**config.mk**
```make
export PLATFORM = sky130hd
export DESIGN_NAME = smbsr_top
export DESIGN_NICKNAME = d
export VERILOG_FILES = /design/src/core/smbsr_pkg.sv /design/src/core/smbsr_line_mon.sv /design/src/core/smbsr_top.sv
export SDC_FILE = /design/constraint.sdc
export NUM_CORES = 1
export LEC_CHECK = 0
export ABC_CLOCK_PERIOD_IN_PS = 4400
export BUFFER_PORTS_ARGS = -buffer_cell sky130_fd_sc_hd__buf_4
export CAP_MARGIN = 30
export CORE_UTILIZATION = 54
export DETAILED_ROUTE_END_ITERATION = 12
export PLACE_DENSITY = 0.83
export SETUP_SLACK_MARGIN = 0.4
export SYNTH_ARGS = -nofsm -noshare
export SYNTH_HDL_FRONTEND = slang
export SYNTH_SLANG_ARGS = --single-unit
```
**constraint.sdc**
```tcl
create_clock -name MCLK_I -period 4.4 [get_ports MCLK_I]
set_input_delay 0.88 -clock MCLK_I [delete_from_list [all_inputs] [get_ports MCLK_I]]
set_output_delay 0.88 -clock MCLK_I [all_outputs]
set_load 0.01 [all_outputs]
```
**src/core/smbsr_pkg.sv**
```systemverilog
package smbsr_pkg;

    // Register byte offsets
    localparam logic [7:0]  STATUS_OFS     = 8'hac;
    localparam logic [7:0]  IRQ_MASK_OFS   = 8'hb8;

    // Field positions of the status word
    localparam int          SLV_ADDR_LSB   = 1;
    localparam int          MST_ADDR_LSB   = 9;
    localparam int          BOOT_DONE_BIT  = 24;
    localparam int          NACK_ERR_BIT   = 25;
    localparam int          ARB_ERR_BIT    = 26;
    localparam int          MISPL_ERR_BIT  = 27;
    localparam int          CSUM_ERR_BIT   = 28;

    // Sticky error flags, bits 28:25
    localparam logic [31:0] ERR_FLAG_MASK  = 32'h1e00_0000;
    localparam logic [31:0] STATUS_RST     = 32'h0000_0000;
    localparam logic [31:0] IRQ_MASK_RST   = 32'h0000_0000;
    localparam logic [6:0]  ADDR_RST       = 7'h00;

    // Counts
    localparam int          ARB_LOSS_LIMIT = 16;
    localparam logic [3:0]  SLOTS_PER_BYTE = 4'h9;

    typedef struct packed {
        logic xfer_start;
        logic arb_won;
        logic arb_lost;
        logic nack_unexp;
    } smbsr_mst_evt_t;

    typedef struct packed {
        logic load_done;
        logic csum_bad;
        logic no_cfg_done;
    } smbsr_load_evt_t;

    typedef struct packed {
        logic start;
        logic stop;
        logic scl_rise;
    } smbsr_line_evt_t;

endpackage

```
**src/core/smbsr_line_mon.sv**
```systemverilog
`timescale 1ns/1ps
`default_nettype none

module smbsr_line_mon (
    input  wire logic                      clk_i,
    input  wire logic                      rst_n_i,
    input  wire logic                      scl_i,
    input  wire logic                      sda_i,
    output var  smbsr_pkg::smbsr_line_evt_t line_evt_o
);

    logic [1:0] scl_sync_r;
    logic [1:0] sda_sync_r;
    logic       scl_prev_r;
    logic       sda_prev_r;

    // First stage feeds only the second stage
    always_ff @(posedge clk_i or negedge rst_n_i) begin
        if (!rst_n_i) begin
            scl_sync_r <= 2'h3;
            sda_sync_r <= 2'h3;
        end else begin
            scl_sync_r <= {scl_sync_r[0], scl_i};
            sda_sync_r <= {sda_sync_r[0], sda_i};
        end
    end

    always_ff @(posedge clk_i or negedge rst_n_i) begin
        if (!rst_n_i) begin
            scl_prev_r <= 1'b1;
            sda_prev_r <= 1'b1;
        end else begin
            scl_prev_r <= scl_sync_r[1];
            sda_prev_r <= sda_sync_r[1];
        end
    end

    // Conditions only count while the clock line stays high
    always_ff @(posedge clk_i or negedge rst_n_i) begin
        if (!rst_n_i) begin
            line_evt_o <= '0;
        end else begin
            line_evt_o.start    <= scl_sync_r[1] & scl_prev_r &
                                   sda_prev_r & ~sda_sync_r[1];
            line_evt_o.stop     <= scl_sync_r[1] & scl_prev_r &
                                   ~sda_prev_r & sda_sync_r[1];
            line_evt_o.scl_rise <= scl_sync_r[1] & ~scl_prev_r;
        end
    end

endmodule

`default_nettype wire

```
**src/core/smbsr_top.sv**
```systemverilog
// Decided for this implementation: the Wishbone slave port.
`timescale 1ns/1ps
`default_nettype none

module smbsr_top #(
    parameter int ARB_LIMIT = smbsr_pkg::ARB_LOSS_LIMIT
) (
    input  wire logic                        MCLK_I,
    input  wire logic                        NRST_I,
    input  wire logic                        WB_CYC_I,
    input  wire logic                        WB_STB_I,
    input  wire logic                        WB_WE_I,
    input  wire logic [7:0]                  WB_ADR_I,
    input  wire logic [3:0]                  WB_SEL_I,
    input  wire logic [31:0]                 WB_DAT_I,
    output var  logic [31:0]                 WB_DAT_O,
    output var  logic                        WB_ACK_O,
    input  wire logic [6:0]                  TARGET_ADDR_STRAP_I,
    input  wire logic [6:0]                  INITIATOR_ADDR_STRAP_I,
    input  wire logic                        BOOT_LOAD_MODE_I,
    input  wire smbsr_pkg::smbsr_mst_evt_t   MST_EVT_I,
    input  wire smbsr_pkg::smbsr_load_evt_t  LOAD_EVT_I,
    input  wire logic                        MST_SCL_I,
    input  wire logic                        MST_SDA_I,
    output var  logic                        ARB_RETRY_O,
    output var  logic                        XFER_ABORT_O,
    output var  logic                        IRQ_O
);

    localparam logic [4:0] ARB_LAST = 5'(ARB_LIMIT - 1);

    logic [6:0]  strap_tgt_s1_r;
    logic [6:0]  strap_tgt_s2_r;
    logic [6:0]  strap_ini_s1_r;
    logic [6:0]  strap_ini_s2_r;
    logic [1:0]  strap_mode_r;
    logic [1:0]  cap_dly_r;
    logic        cap_done_r;
    logic [6:0]  target_port_address_r;
    logic [6:0]  initiator_port_address_r;
    logic        boot_load_en_r;

    logic        boot_load_finished_r;
    logic        no_ack_error_flag_r;
    logic        arbitration_loss_error_flag_r;
    logic        misplaced_condition_error_flag_r;
    logic        boot_checksum_error_flag_r;
    logic [31:0] irq_mask_r;

    logic [4:0]  arb_loss_cnt_r;
    logic        mst_busy_r;
    logic [3:0]  slot_cnt_r;
    logic        byte_seen_r;
    logic        arb_abort;
    logic        misplaced;

    logic        bus_req;
    logic        wr_commit;
    logic        hit_status;
    logic        hit_mask;
    logic [31:0] w1c_clr;
    logic [31:0] serial_bus_status_reg;
    logic [31:0] rd_data_nxt;

    smbsr_pkg::smbsr_line_evt_t line_evt;

    smbsr_line_mon u_line_mon (
        .clk_i      (MCLK_I),
        .rst_n_i    (NRST_I),
        .scl_i      (MST_SCL_I),
        .sda_i      (MST_SDA_I),
        .line_evt_o (line_evt)
    );

    function automatic logic word_hit(input logic [7:0] adr,
                                      input logic [7:0] ofs);
        word_hit = (adr[7:2] == ofs[7:2]);
    endfunction

    // Straps are pins: two flops before capture
    always_ff @(posedge MCLK_I or negedge NRST_I) begin
        if (!NRST_I) begin
            strap_tgt_s1_r <= smbsr_pkg::ADDR_RST;
            strap_tgt_s2_r <= smbsr_pkg::ADDR_RST;
            strap_ini_s1_r <= smbsr_pkg::ADDR_RST;
            strap_ini_s2_r <= smbsr_pkg::ADDR_RST;
            strap_mode_r   <= 2'h0;
        end else begin
            strap_tgt_s1_r <= TARGET_ADDR_STRAP_I;
            strap_tgt_s2_r <= strap_tgt_s1_r;
            strap_ini_s1_r <= INITIATOR_ADDR_STRAP_I;
            strap_ini_s2_r <= strap_ini_s1_r;
            strap_mode_r   <= {strap_mode_r[0], BOOT_LOAD_MODE_I};
        end
    end

    // Capture once, after the synchronisers have filled
    always_ff @(posedge MCLK_I or negedge NRST_I) begin
        if (!NRST_I) begin
            cap_dly_r                <= 2'h0;
            cap_done_r               <= 1'b0;
            target_port_address_r    <= smbsr_pkg::ADDR_RST;
            initiator_port_address_r <= smbsr_pkg::ADDR_RST;
            boot_load_en_r           <= 1'b0;
        end else begin
            cap_dly_r <= {cap_dly_r[0], 1'b1};
            if (cap_dly_r[1] && !cap_done_r) begin
                cap_done_r               <= 1'b1;
                target_port_address_r    <= strap_tgt_s2_r;
                initiator_port_address_r <= strap_ini_s2_r;
                boot_load_en_r           <= strap_mode_r[1];
            end
        end
    end

    // Wishbone: ack one cycle after the request, commit on ack edge
    assign bus_req    = WB_CYC_I & WB_STB_I;
    assign wr_commit  = bus_req & WB_WE_I & WB_ACK_O;
    assign hit_status = word_hit(WB_ADR_I, smbsr_pkg::STATUS_OFS);
    assign hit_mask   = word_hit(WB_ADR_I, smbsr_pkg::IRQ_MASK_OFS);
    assign w1c_clr    = (wr_commit && hit_status && WB_SEL_I[3]) ?
                        (WB_DAT_I & smbsr_pkg::ERR_FLAG_MASK) : 32'h0;

    always_comb begin
        serial_bus_status_reg = smbsr_pkg::STATUS_RST;
        serial_bus_status_reg[smbsr_pkg::SLV_ADDR_LSB +: 7] =
            target_port_address_r;
        serial_bus_status_reg[smbsr_pkg::MST_ADDR_LSB +: 7] =
            initiator_port_address_r;
        serial_bus_status_reg[smbsr_pkg::BOOT_DONE_BIT] =
            boot_load_finished_r;
        serial_bus_status_reg[smbsr_pkg::NACK_ERR_BIT] =
            no_ack_error_flag_r;
        serial_bus_status_reg[smbsr_pkg::ARB_ERR_BIT] =
            arbitration_loss_error_flag_r;
        serial_bus_status_reg[smbsr_pkg::MISPL_ERR_BIT] =
            misplaced_condition_error_flag_r;
        serial_bus_status_reg[smbsr_pkg::CSUM_ERR_BIT] =
            boot_checksum_error_flag_r;
    end

    always_comb begin
        rd_data_nxt = 32'h0;
        if (hit_status) begin
            rd_data_nxt = serial_bus_status_reg;
        end else if (hit_mask) begin
            rd_data_nxt = irq_mask_r;
        end
    end

    // Unmapped addresses still ack, reading zero
    always_ff @(posedge MCLK_I or negedge NRST_I) begin
        if (!NRST_I) begin
            WB_ACK_O <= 1'b0;
            WB_DAT_O <= 32'h0;
        end else begin
            WB_ACK_O <= bus_req & ~WB_ACK_O;
            if (bus_req && !WB_ACK_O && !WB_WE_I) begin
                WB_DAT_O <= rd_data_nxt;
            end
        end
    end

    // only flag bits of the mask are writable
    always_ff @(posedge MCLK_I or negedge NRST_I) begin
        if (!NRST_I) begin
            irq_mask_r <= smbsr_pkg::IRQ_MASK_RST;
        end else if (wr_commit && hit_mask && WB_SEL_I[3]) begin
            irq_mask_r <= WB_DAT_I & smbsr_pkg::ERR_FLAG_MASK;
        end
    end

    always_ff @(posedge MCLK_I or negedge NRST_I) begin
        if (!NRST_I) begin
            boot_load_finished_r <= 1'b0;
        end else if (boot_load_en_r && |LOAD_EVT_I) begin
            boot_load_finished_r <= 1'b1;
        end
    end

    // Arbitration loss counter
    assign arb_abort = MST_EVT_I.arb_lost && (arb_loss_cnt_r == ARB_LAST);

    // retry until the limit, then abort
    always_ff @(posedge MCLK_I or negedge NRST_I) begin
        if (!NRST_I) begin
            arb_loss_cnt_r <= 5'h0;
            ARB_RETRY_O    <= 1'b0;
            XFER_ABORT_O   <= 1'b0;
        end else begin
            ARB_RETRY_O  <= MST_EVT_I.arb_lost & ~arb_abort;
            XFER_ABORT_O <= arb_abort;
            if (MST_EVT_I.xfer_start || MST_EVT_I.arb_won || arb_abort) begin
                arb_loss_cnt_r <= 5'h0;
            end else if (MST_EVT_I.arb_lost) begin
                arb_loss_cnt_r <= arb_loss_cnt_r + 5'h1;
            end
        end
    end

    // Bit slot tracking inside a master transfer
    always_ff @(posedge MCLK_I or negedge NRST_I) begin
        if (!NRST_I) begin
            mst_busy_r  <= 1'b0;
            slot_cnt_r  <= 4'h0;
            byte_seen_r <= 1'b0;
        end else begin
            if (MST_EVT_I.xfer_start) begin
                mst_busy_r <= 1'b1;
            end else if (arb_abort || line_evt.stop) begin
                mst_busy_r <= 1'b0;
            end
            if (line_evt.start || line_evt.stop) begin
                slot_cnt_r  <= 4'h0;
                byte_seen_r <= 1'b0;
            end else if (line_evt.scl_rise) begin
                if (slot_cnt_r == smbsr_pkg::SLOTS_PER_BYTE - 4'h1) begin
                    slot_cnt_r  <= 4'h0;
                    byte_seen_r <= 1'b1;
                end else begin
                    slot_cnt_r <= slot_cnt_r + 4'h1;
                end
            end
        end
    end

    // Stop or repeated start after a byte follows one setup rise
    assign misplaced = mst_busy_r && (line_evt.start || line_evt.stop) &&
                       (slot_cnt_r != 4'h0) &&
                       !(slot_cnt_r == 4'h1 && byte_seen_r);

    // Set wins over a same-cycle write-one clear
    always_ff @(posedge MCLK_I or negedge NRST_I) begin
        if (!NRST_I) begin
            no_ack_error_flag_r              <= 1'b0;
            arbitration_loss_error_flag_r    <= 1'b0;
            misplaced_condition_error_flag_r <= 1'b0;
            boot_checksum_error_flag_r       <= 1'b0;
        end else begin
            no_ack_error_flag_r <= MST_EVT_I.nack_unexp |
                (no_ack_error_flag_r & ~w1c_clr[smbsr_pkg::NACK_ERR_BIT]);
            arbitration_loss_error_flag_r <= arb_abort |
                (arbitration_loss_error_flag_r &
                 ~w1c_clr[smbsr_pkg::ARB_ERR_BIT]);
            misplaced_condition_error_flag_r <= misplaced |
                (misplaced_condition_error_flag_r &
                 ~w1c_clr[smbsr_pkg::MISPL_ERR_BIT]);
            boot_checksum_error_flag_r <= LOAD_EVT_I.csum_bad |
                LOAD_EVT_I.no_cfg_done |
                (boot_checksum_error_flag_r &
                 ~w1c_clr[smbsr_pkg::CSUM_ERR_BIT]);
        end
    end

    // Level interrupt, one cycle behind the flags
    always_ff @(posedge MCLK_I or negedge NRST_I) begin
        if (!NRST_I) begin
            IRQ_O <= 1'b0;
        end else begin
            IRQ_O <= |(serial_bus_status_reg & irq_mask_r);
        end
    end

    logic status_rd;
    assign status_rd = bus_req && !WB_WE_I && !WB_ACK_O && hit_status;
endmodule

`default_nettype wire

```
Word-level counts from Yosys, hierarchy flattened
Index checks and enable logic that the tools add are counted.
Widths: inputs -> output; s select.
- $add $sub $neg: 2
- $mul: 0
- div/mod/pow operators: 0
- $lt $le $gt $ge: 0
- equal/unequal tests: 5
- shift operators: 0
- muxes and demuxes: 13
- bitwise gates (word level): 30
- reductions and logical operators: 29
- operators by type and width (cell ; count):
    $mux 29 ; 3
    $reduce_or 32->1 ; 1
    $and 29x29->29 ; 1
    $and 1x1->1 ; 15
    $logic_and 1x1->1 ; 13
    $eq 6x6->1 const B ; 2
    $mux 4 ; 3
    $mux 5 ; 2
    $not 1->1 ; 9
    $reduce_bool 2->1 ; 4
    $add 5x1->5 const B ; 1
    $eq 5x4->1 const B ; 1
    $mux 1 ; 5
    $or 1x1->1 ; 5
    $add 4x1->4 const B ; 1
    $eq 4x1->1 const B ; 1
    $eq 4x4->1 const B ; 1
    $logic_not 1->1 ; 4
    $logic_or 1x1->1 ; 4
    $reduce_bool 4->1 ; 1
    $reduce_or 3->1 ; 1
    $reduce_and 2->1 ; 1
- bits in registers: 113
- latch bits: 0
- memory bits (writable): 0
- memory bits (read-only): 0
- input port bits: 73
- output and inout bits: 36
- word-level logic and storage cells: 111
- memories: 0

Logic depth before layout (Yosys ltp)
- word-level depth: 9
- mapped depth: 7
- gate-level depth less buffers: 7

Cells and area by module
Synthesis repeated with hierarchy kept, for this count alone.
- cell total of the unflattened synthesis: 251
- area, all modules: 3627.2 um^2
- by module, submodules not included (module ; times used ; cells each ; area an instance (um^2) ; seq. area each (um^2)):
    smbsr_top ; 1 ; 239 ; 3367.0 ; 2277.2
    smbsr_line_mon ; 1 ; 12 ; 260.2 ; 232.7

Least setup slack after synthesis
OpenSTA, ideal clock, no wires.
- kind: input -> register
- from: input port WB_ADR_I[6]
- to: register irq_mask_r[25]
- setup time: 0.125 ns
- data arrival time: 1.922 ns
- data required time: 4.275 ns
- slack: 2.353 ns
- stages: 3
- buffers on the path: 0
- cells stage by stage: nand4b_4 -> or4b_4 -> mux2_4
- cells in the longest elaborated chain, start to end: 3
- ends and longest elaborated chain (what ; RTL line ; source):
    start: declaration ; smbsr_top.sv:13 ; input wire logic [7:0] WB_ADR_I,
    $eq 6x6->1 ; smbsr_top.sv:77 ; word_hit = (adr[7:2] == ofs[7:2]);
    $logic_and 1x1->1 (2 in a row) ; smbsr_top.sv:168 ; end else if (wr_commit && hit_mask && WB_SEL_I[3]) begin
    end signal: assignment ; smbsr_top.sv:167 ; irq_mask_r <= smbsr_pkg::IRQ_MASK_RST;
    end signal: assignment ; smbsr_top.sv:169 ; irq_mask_r <= WB_DAT_I & smbsr_pkg::ERR_FLAG_MASK;
    end: declaration ; smbsr_top.sv:48 ; logic [31:0] irq_mask_r;
Every way passes these cells.
A chain may end at the register's enable or synchronous reset.

Worst setup path after layout
- from: input port WB_WE_I
- to: register WB_DAT_O[9]
- cells in the longest elaborated chain, start to end: 2
- ends and longest elaborated chain (what ; RTL line ; source):
    start: declaration ; smbsr_top.sv:12 ; input wire logic WB_WE_I,
    $logic_not 1->1 ; n/a ;
    $logic_and 1x1->1 ; smbsr_top.sv:158 ; if (bus_req && !WB_ACK_O && !WB_WE_I) begin
    end signal: assignment ; smbsr_top.sv:159 ; WB_DAT_O <= rd_data_nxt;
    end: declaration ; smbsr_top.sv:16 ; output var logic [31:0] WB_DAT_O,
Every way passes these cells.

==> flow_summary.html <==
<table>
<tr><th>Metric</th><th>Value</th></tr>
<tr><th colspan="2">Global routing</th></tr>
<tr><td>Pin count of the biggest net entering global routing</td><td>67</td></tr>
<tr><td>Via count of the first global-routing pass</td><td>2065</td></tr>
<tr><td>Number of antenna violations at the first check in global routing</td><td>0</td></tr>
<tr><td>Grt total ovfl</td><td>0</td></tr>
<tr><td>First-pass GRT wire length</td><td>9.70 mm</td></tr>
<tr><td>Total track usage</td><td>18.0%</td></tr>
<tr><th colspan="2">Setup path</th></tr>
<tr><td>CP max FO</td><td>24</td></tr>
<tr><td>Worst reg2reg setup slack</td><td>2.45 ns</td></tr>
<tr><td>Kind of end point of the critical path</td><td>flip-flop</td></tr>
<tr><td>Arrival time reported for the critical path endpoint</td><td>2.43 ns</td></tr>
<tr><td>Category of the critical setup timing path</td><td>input port to flip-flop</td></tr>
<tr><td>Launching element type of the critical path</td><td>input port</td></tr>
<tr><td>Critical-path cell list</td><td>buf_4 -&gt; nand4bb_1 -&gt; buf_4 -&gt; nor3_2 -&gt; a22o_1</td></tr>
<tr><td>Cell with the biggest individual delay on the critical path</td><td>sky130_fd_sc_hd__nor3_2</td></tr>
<tr><td>Worst Path Required</td><td>4.70 ns</td></tr>
<tr><td>Cell mode on critical path</td><td>sky130_fd_sc_hd__buf_4</td></tr>
<tr><td>Longest individual stage delay on the worst path</td><td>0.77 ns</td></tr>
<tr><th colspan="2">Timing</th></tr>
<tr><td>Number of hold violations in the final report</td><td>0</td></tr>
<tr><td>Period minus WS final</td><td>2.13 ns</td></tr>
<tr><td>Slew Limit Fails</td><td>0</td></tr>
<tr><td>Worst relative slew slack</td><td>33.4%</td></tr>
<tr><td>RSZ-0062 raised after global routing</td><td>false</td></tr>
<tr><td>Worst-Margin Slew</td><td>0.994 ns</td></tr>
<tr><td>Final setup violating endpoints</td><td>0</td></tr>
<tr><td>Period utilization</td><td>48.4%</td></tr>
<tr><td>F_max</td><td>470 MHz</td></tr>
<tr><td>Smallest hold slack</td><td>0.356 ns</td></tr>
<tr><td>Setup TNS</td><td>0 ns</td></tr>
<tr><td>Worst clock skew</td><td>0.00823 ns</td></tr>
<tr><th colspan="2">Logic synthesis</th></tr>
<tr><td>Mean instance size in the synthesized netlist</td><td>14.4 um^2</td></tr>
<tr><td>Yosys cell types</td><td>43</td></tr>
<tr><td>Gate count after technology mapping</td><td>252</td></tr>
<tr><td>Post-Synthesis Cell Area</td><td>0.00362 mm^2</td></tr>
<tr><td>Sequential cell area fraction in the yosys report</td><td>69.2%</td></tr>
<tr><td>Top flip-flop cell by instance count after synthesis</td><td>sky130_fd_sc_hd__dfrtp_1</td></tr>
<tr><td>YS warnings</td><td>0</td></tr>
<tr><td>Async set-or-reset flop fraction in the synthesized netlist</td><td>100%</td></tr>
<tr><td>Number of flip-flops and latches in the synthesized netlist</td><td>100</td></tr>
<tr><td>EDFF count, synth</td><td>0</td></tr>
<tr><th colspan="2">CTS</th></tr>
<tr><td>Hold-fix buffer count after cts</td><td>0</td></tr>
<tr><td>Clock transition time at the flip-flop clock pins of the worst setup and hold paths</td><td>0.10 ns</td></tr>
<tr><td>Buffer count from post-CTS setup fixing</td><td>0</td></tr>
<tr><td>Maximum clock insertion buffer count</td><td>2</td></tr>
<tr><td>Clock Latency Late Sink</td><td>0.36 ns</td></tr>
<tr><td>Post-cts sizing count</td><td>0</td></tr>
<tr><td>Num CTS Buffers</td><td>9</td></tr>
<tr><td>Number of clock sinks seen by CTS</td><td>100</td></tr>
<tr><td>Root buffer cell</td><td>sky130_fd_sc_hd__clkbuf_8</td></tr>
<tr><td>H-tree depth</td><td>3</td></tr>
<tr><td>Clock tree from TritonCTS</td><td>done</td></tr>
<tr><th colspan="2">Die</th></tr>
<tr><td>Initial cell density of the core</td><td>56.4%</td></tr>
<tr><td>Core box area</td><td>0.00642 mm^2</td></tr>
<tr><td>Std cell rows</td><td>29</td></tr>
<tr><td>Height of the chip</td><td>83.9 um</td></tr>
<tr><td>Width of the chip</td><td>83.9 um</td></tr>
<tr><td># IOs</td><td>109</td></tr>
<tr><td>Die ar.</td><td>0.00704 mm^2</td></tr>
<tr><th colspan="2">Route</th></tr>
<tr><td>DRT Pass-1 Iters</td><td>9</td></tr>
<tr><td>DRC violations left</td><td>8</td></tr>
<tr><td>Post-DR wirelength/cell</td><td>14.2 um</td></tr>
<tr><td>1st-iter DRT viols</td><td>63</td></tr>
<tr><td>Post-detailed-route count of antenna-violating nets</td><td>0</td></tr>
<tr><td>Vias</td><td>2093</td></tr>
<tr><td>Via density per instance</td><td>5.23</td></tr>
<tr><td>Post-detailed-routing wire length</td><td>5.69 mm</td></tr>
<tr><th colspan="2">Cells and area</th></tr>
<tr><td>Diodes inserted</td><td>0</td></tr>
<tr><td>Layout overhead on the synthesized area</td><td>19.7%</td></tr>
<tr><td>Most frequent standard cell in the layout excluding fill and tap cells</td><td>sky130_fd_sc_hd__dfrtp_1</td></tr>
<tr><td>Layout cells sized above 1</td><td>35.0%</td></tr>
<tr><td>Nets@finish</td><td>396</td></tr>
<tr><td>Highest-count cells in the layout ignoring fill and taps</td><td>sky130_fd_sc_hd__dfrtp_1, sky130_fd_sc_hd__buf_4, sky130_fd_sc_hd__mux2_2, sky130_fd_sc_hd__a22o_1, sky130_fd_sc_hd__conb_1</td></tr>
<tr><th colspan="2">Run status</th></tr>
<tr><td>Outcome</td><td>finished with violations</td></tr>
<tr><td>Violated checks</td><td>design-rule violations</td></tr>
<tr><th colspan="2">Power</th></tr>
<tr><td>Power density relative to cell area</td><td>401 mW/mm^2</td></tr>
<tr><td>Largest vdd supply drop</td><td>0.000255 V</td></tr>
<tr><td>Total leakage power</td><td>2.10 nW</td></tr>
<tr><th colspan="2">Placed design</th></tr>
<tr><td>Number of input and output port buffers inserted</td><td>62</td></tr>
<tr><td>Placed wire-length estimate</td><td>3.95 mm</td></tr>
<tr><td>GP Congestion</td><td>0.792</td></tr>
<tr><th colspan="2">Min path</th></tr>
<tr><td>Class of the tightest hold or removal check</td><td>flip-flop to flip-flop</td></tr>
<tr><th colspan="2">Run</th></tr>
<tr><td>Max-cap check violation count</td><td>0</td></tr>
</table>
[synth_stat cells (all sizes together) (6+ instances only)]
master  instances  area, um^2
a22o           15         131
a22oi           6        45.0
buf            15         108
clkbuf          7        26.3
dfrtp          94        2350
dfstp           6         158
inv             8        30.0
mux2           19         229
nand2          13        48.8
nor2           11        41.3
[per-layer routing]
metal	routed length (um)	GRT usage, %
met5	0	0
met4	116	7.99
met3	294	6.13
met2	2830	29.1
met1	2450	22.2
[kinds of logic after synthesis]
kind of cell	Yosys count	synth area share (%)
xor+xnor	3	0.725
other cells	2	0.207
simple gates	49	7.90
fa+ha+maj	5	1.73
buf+inv	30	4.52
compound gates	42	8.80
flops	100	69.2
mux	21	6.87
[through the flow]
step	area, um^2	std cells	util [%]	total power, mW	setup slack, ns
after floorplan	3670	264	-	1.08	2.35
after CTS	4340	400	67.5	1.76	2.26
after global routing	4340	400	67.5	1.82	2.16
after global placement	4120	384	64.2	1.14	1.91
after detailed placement	4120	384	64.2	1.15	1.88
final	4340	400	67.5	1.74	2.27
[critical path: cells and delay by family]
kind            cells  cell delay (ns)
compound gates      1             0.24
buf+inv             2             0.34
simple gates        2             0.96
[registers in the layout, summed over array words and instances (netlist names), 3 cells and up]
register	count
WB_DAT_O	19
initiator_port_address_r	7
strap_ini_s1_r	7
strap_ini_s2_r	7
strap_tgt_s1_r	7
strap_tgt_s2_r	7
target_port_address_r	7
arb_loss_cnt_r	5
irq_mask_r	4
slot_cnt_r	4
u_line_mon.line_evt_o	3
[where the power goes]
part / total, mW / leakage, nW / switching, mW / internal [mW]
logic: 0.127 / 0.751 / 0.0647 / 0.0621
registers: 1.00 / 1.24 / 0.0315 / 0.970
clock network: 0.612 / 0.107 / 0.334 / 0.278
[cell type report]
cell class	instances	area (um^2)
clock buffers	9	124
clock inverters	7	93.8
fillers	448	2080
inverters	8	30.0
multi-input cells	134	996
flip-flops and latches	100	2510
well taps	77	96.3
repair buffers	65	488
[path summary, 6_finish.rpt]
check,start,to,cells after the start
worst max-delay path,WB_WE_I,WB_DAT_O[9]$_DFFE_PN0P_,5
worst min-delay path,strap_tgt_s1_r[0]$_DFF_PN0_,strap_tgt_s2_r[0]$_DFF_PN0_,0
worst max register to register,arb_loss_cnt_r[0]$_DFFE_PN0P_,arb_loss_cnt_r[4]$_DFFE_PN0P_,7
worst min register to register,strap_tgt_s1_r[0]$_DFF_PN0_,strap_tgt_s2_r[0]$_DFF_PN0_,0
max in group asynchronous,NRST_I,u_line_mon.sda_prev_r$_DFF_PN1_,2
min in group asynchronous,NRST_I,WB_DAT_O[5]$_DFFE_PN0P_,1
Power figures use the tool's default switching activity.
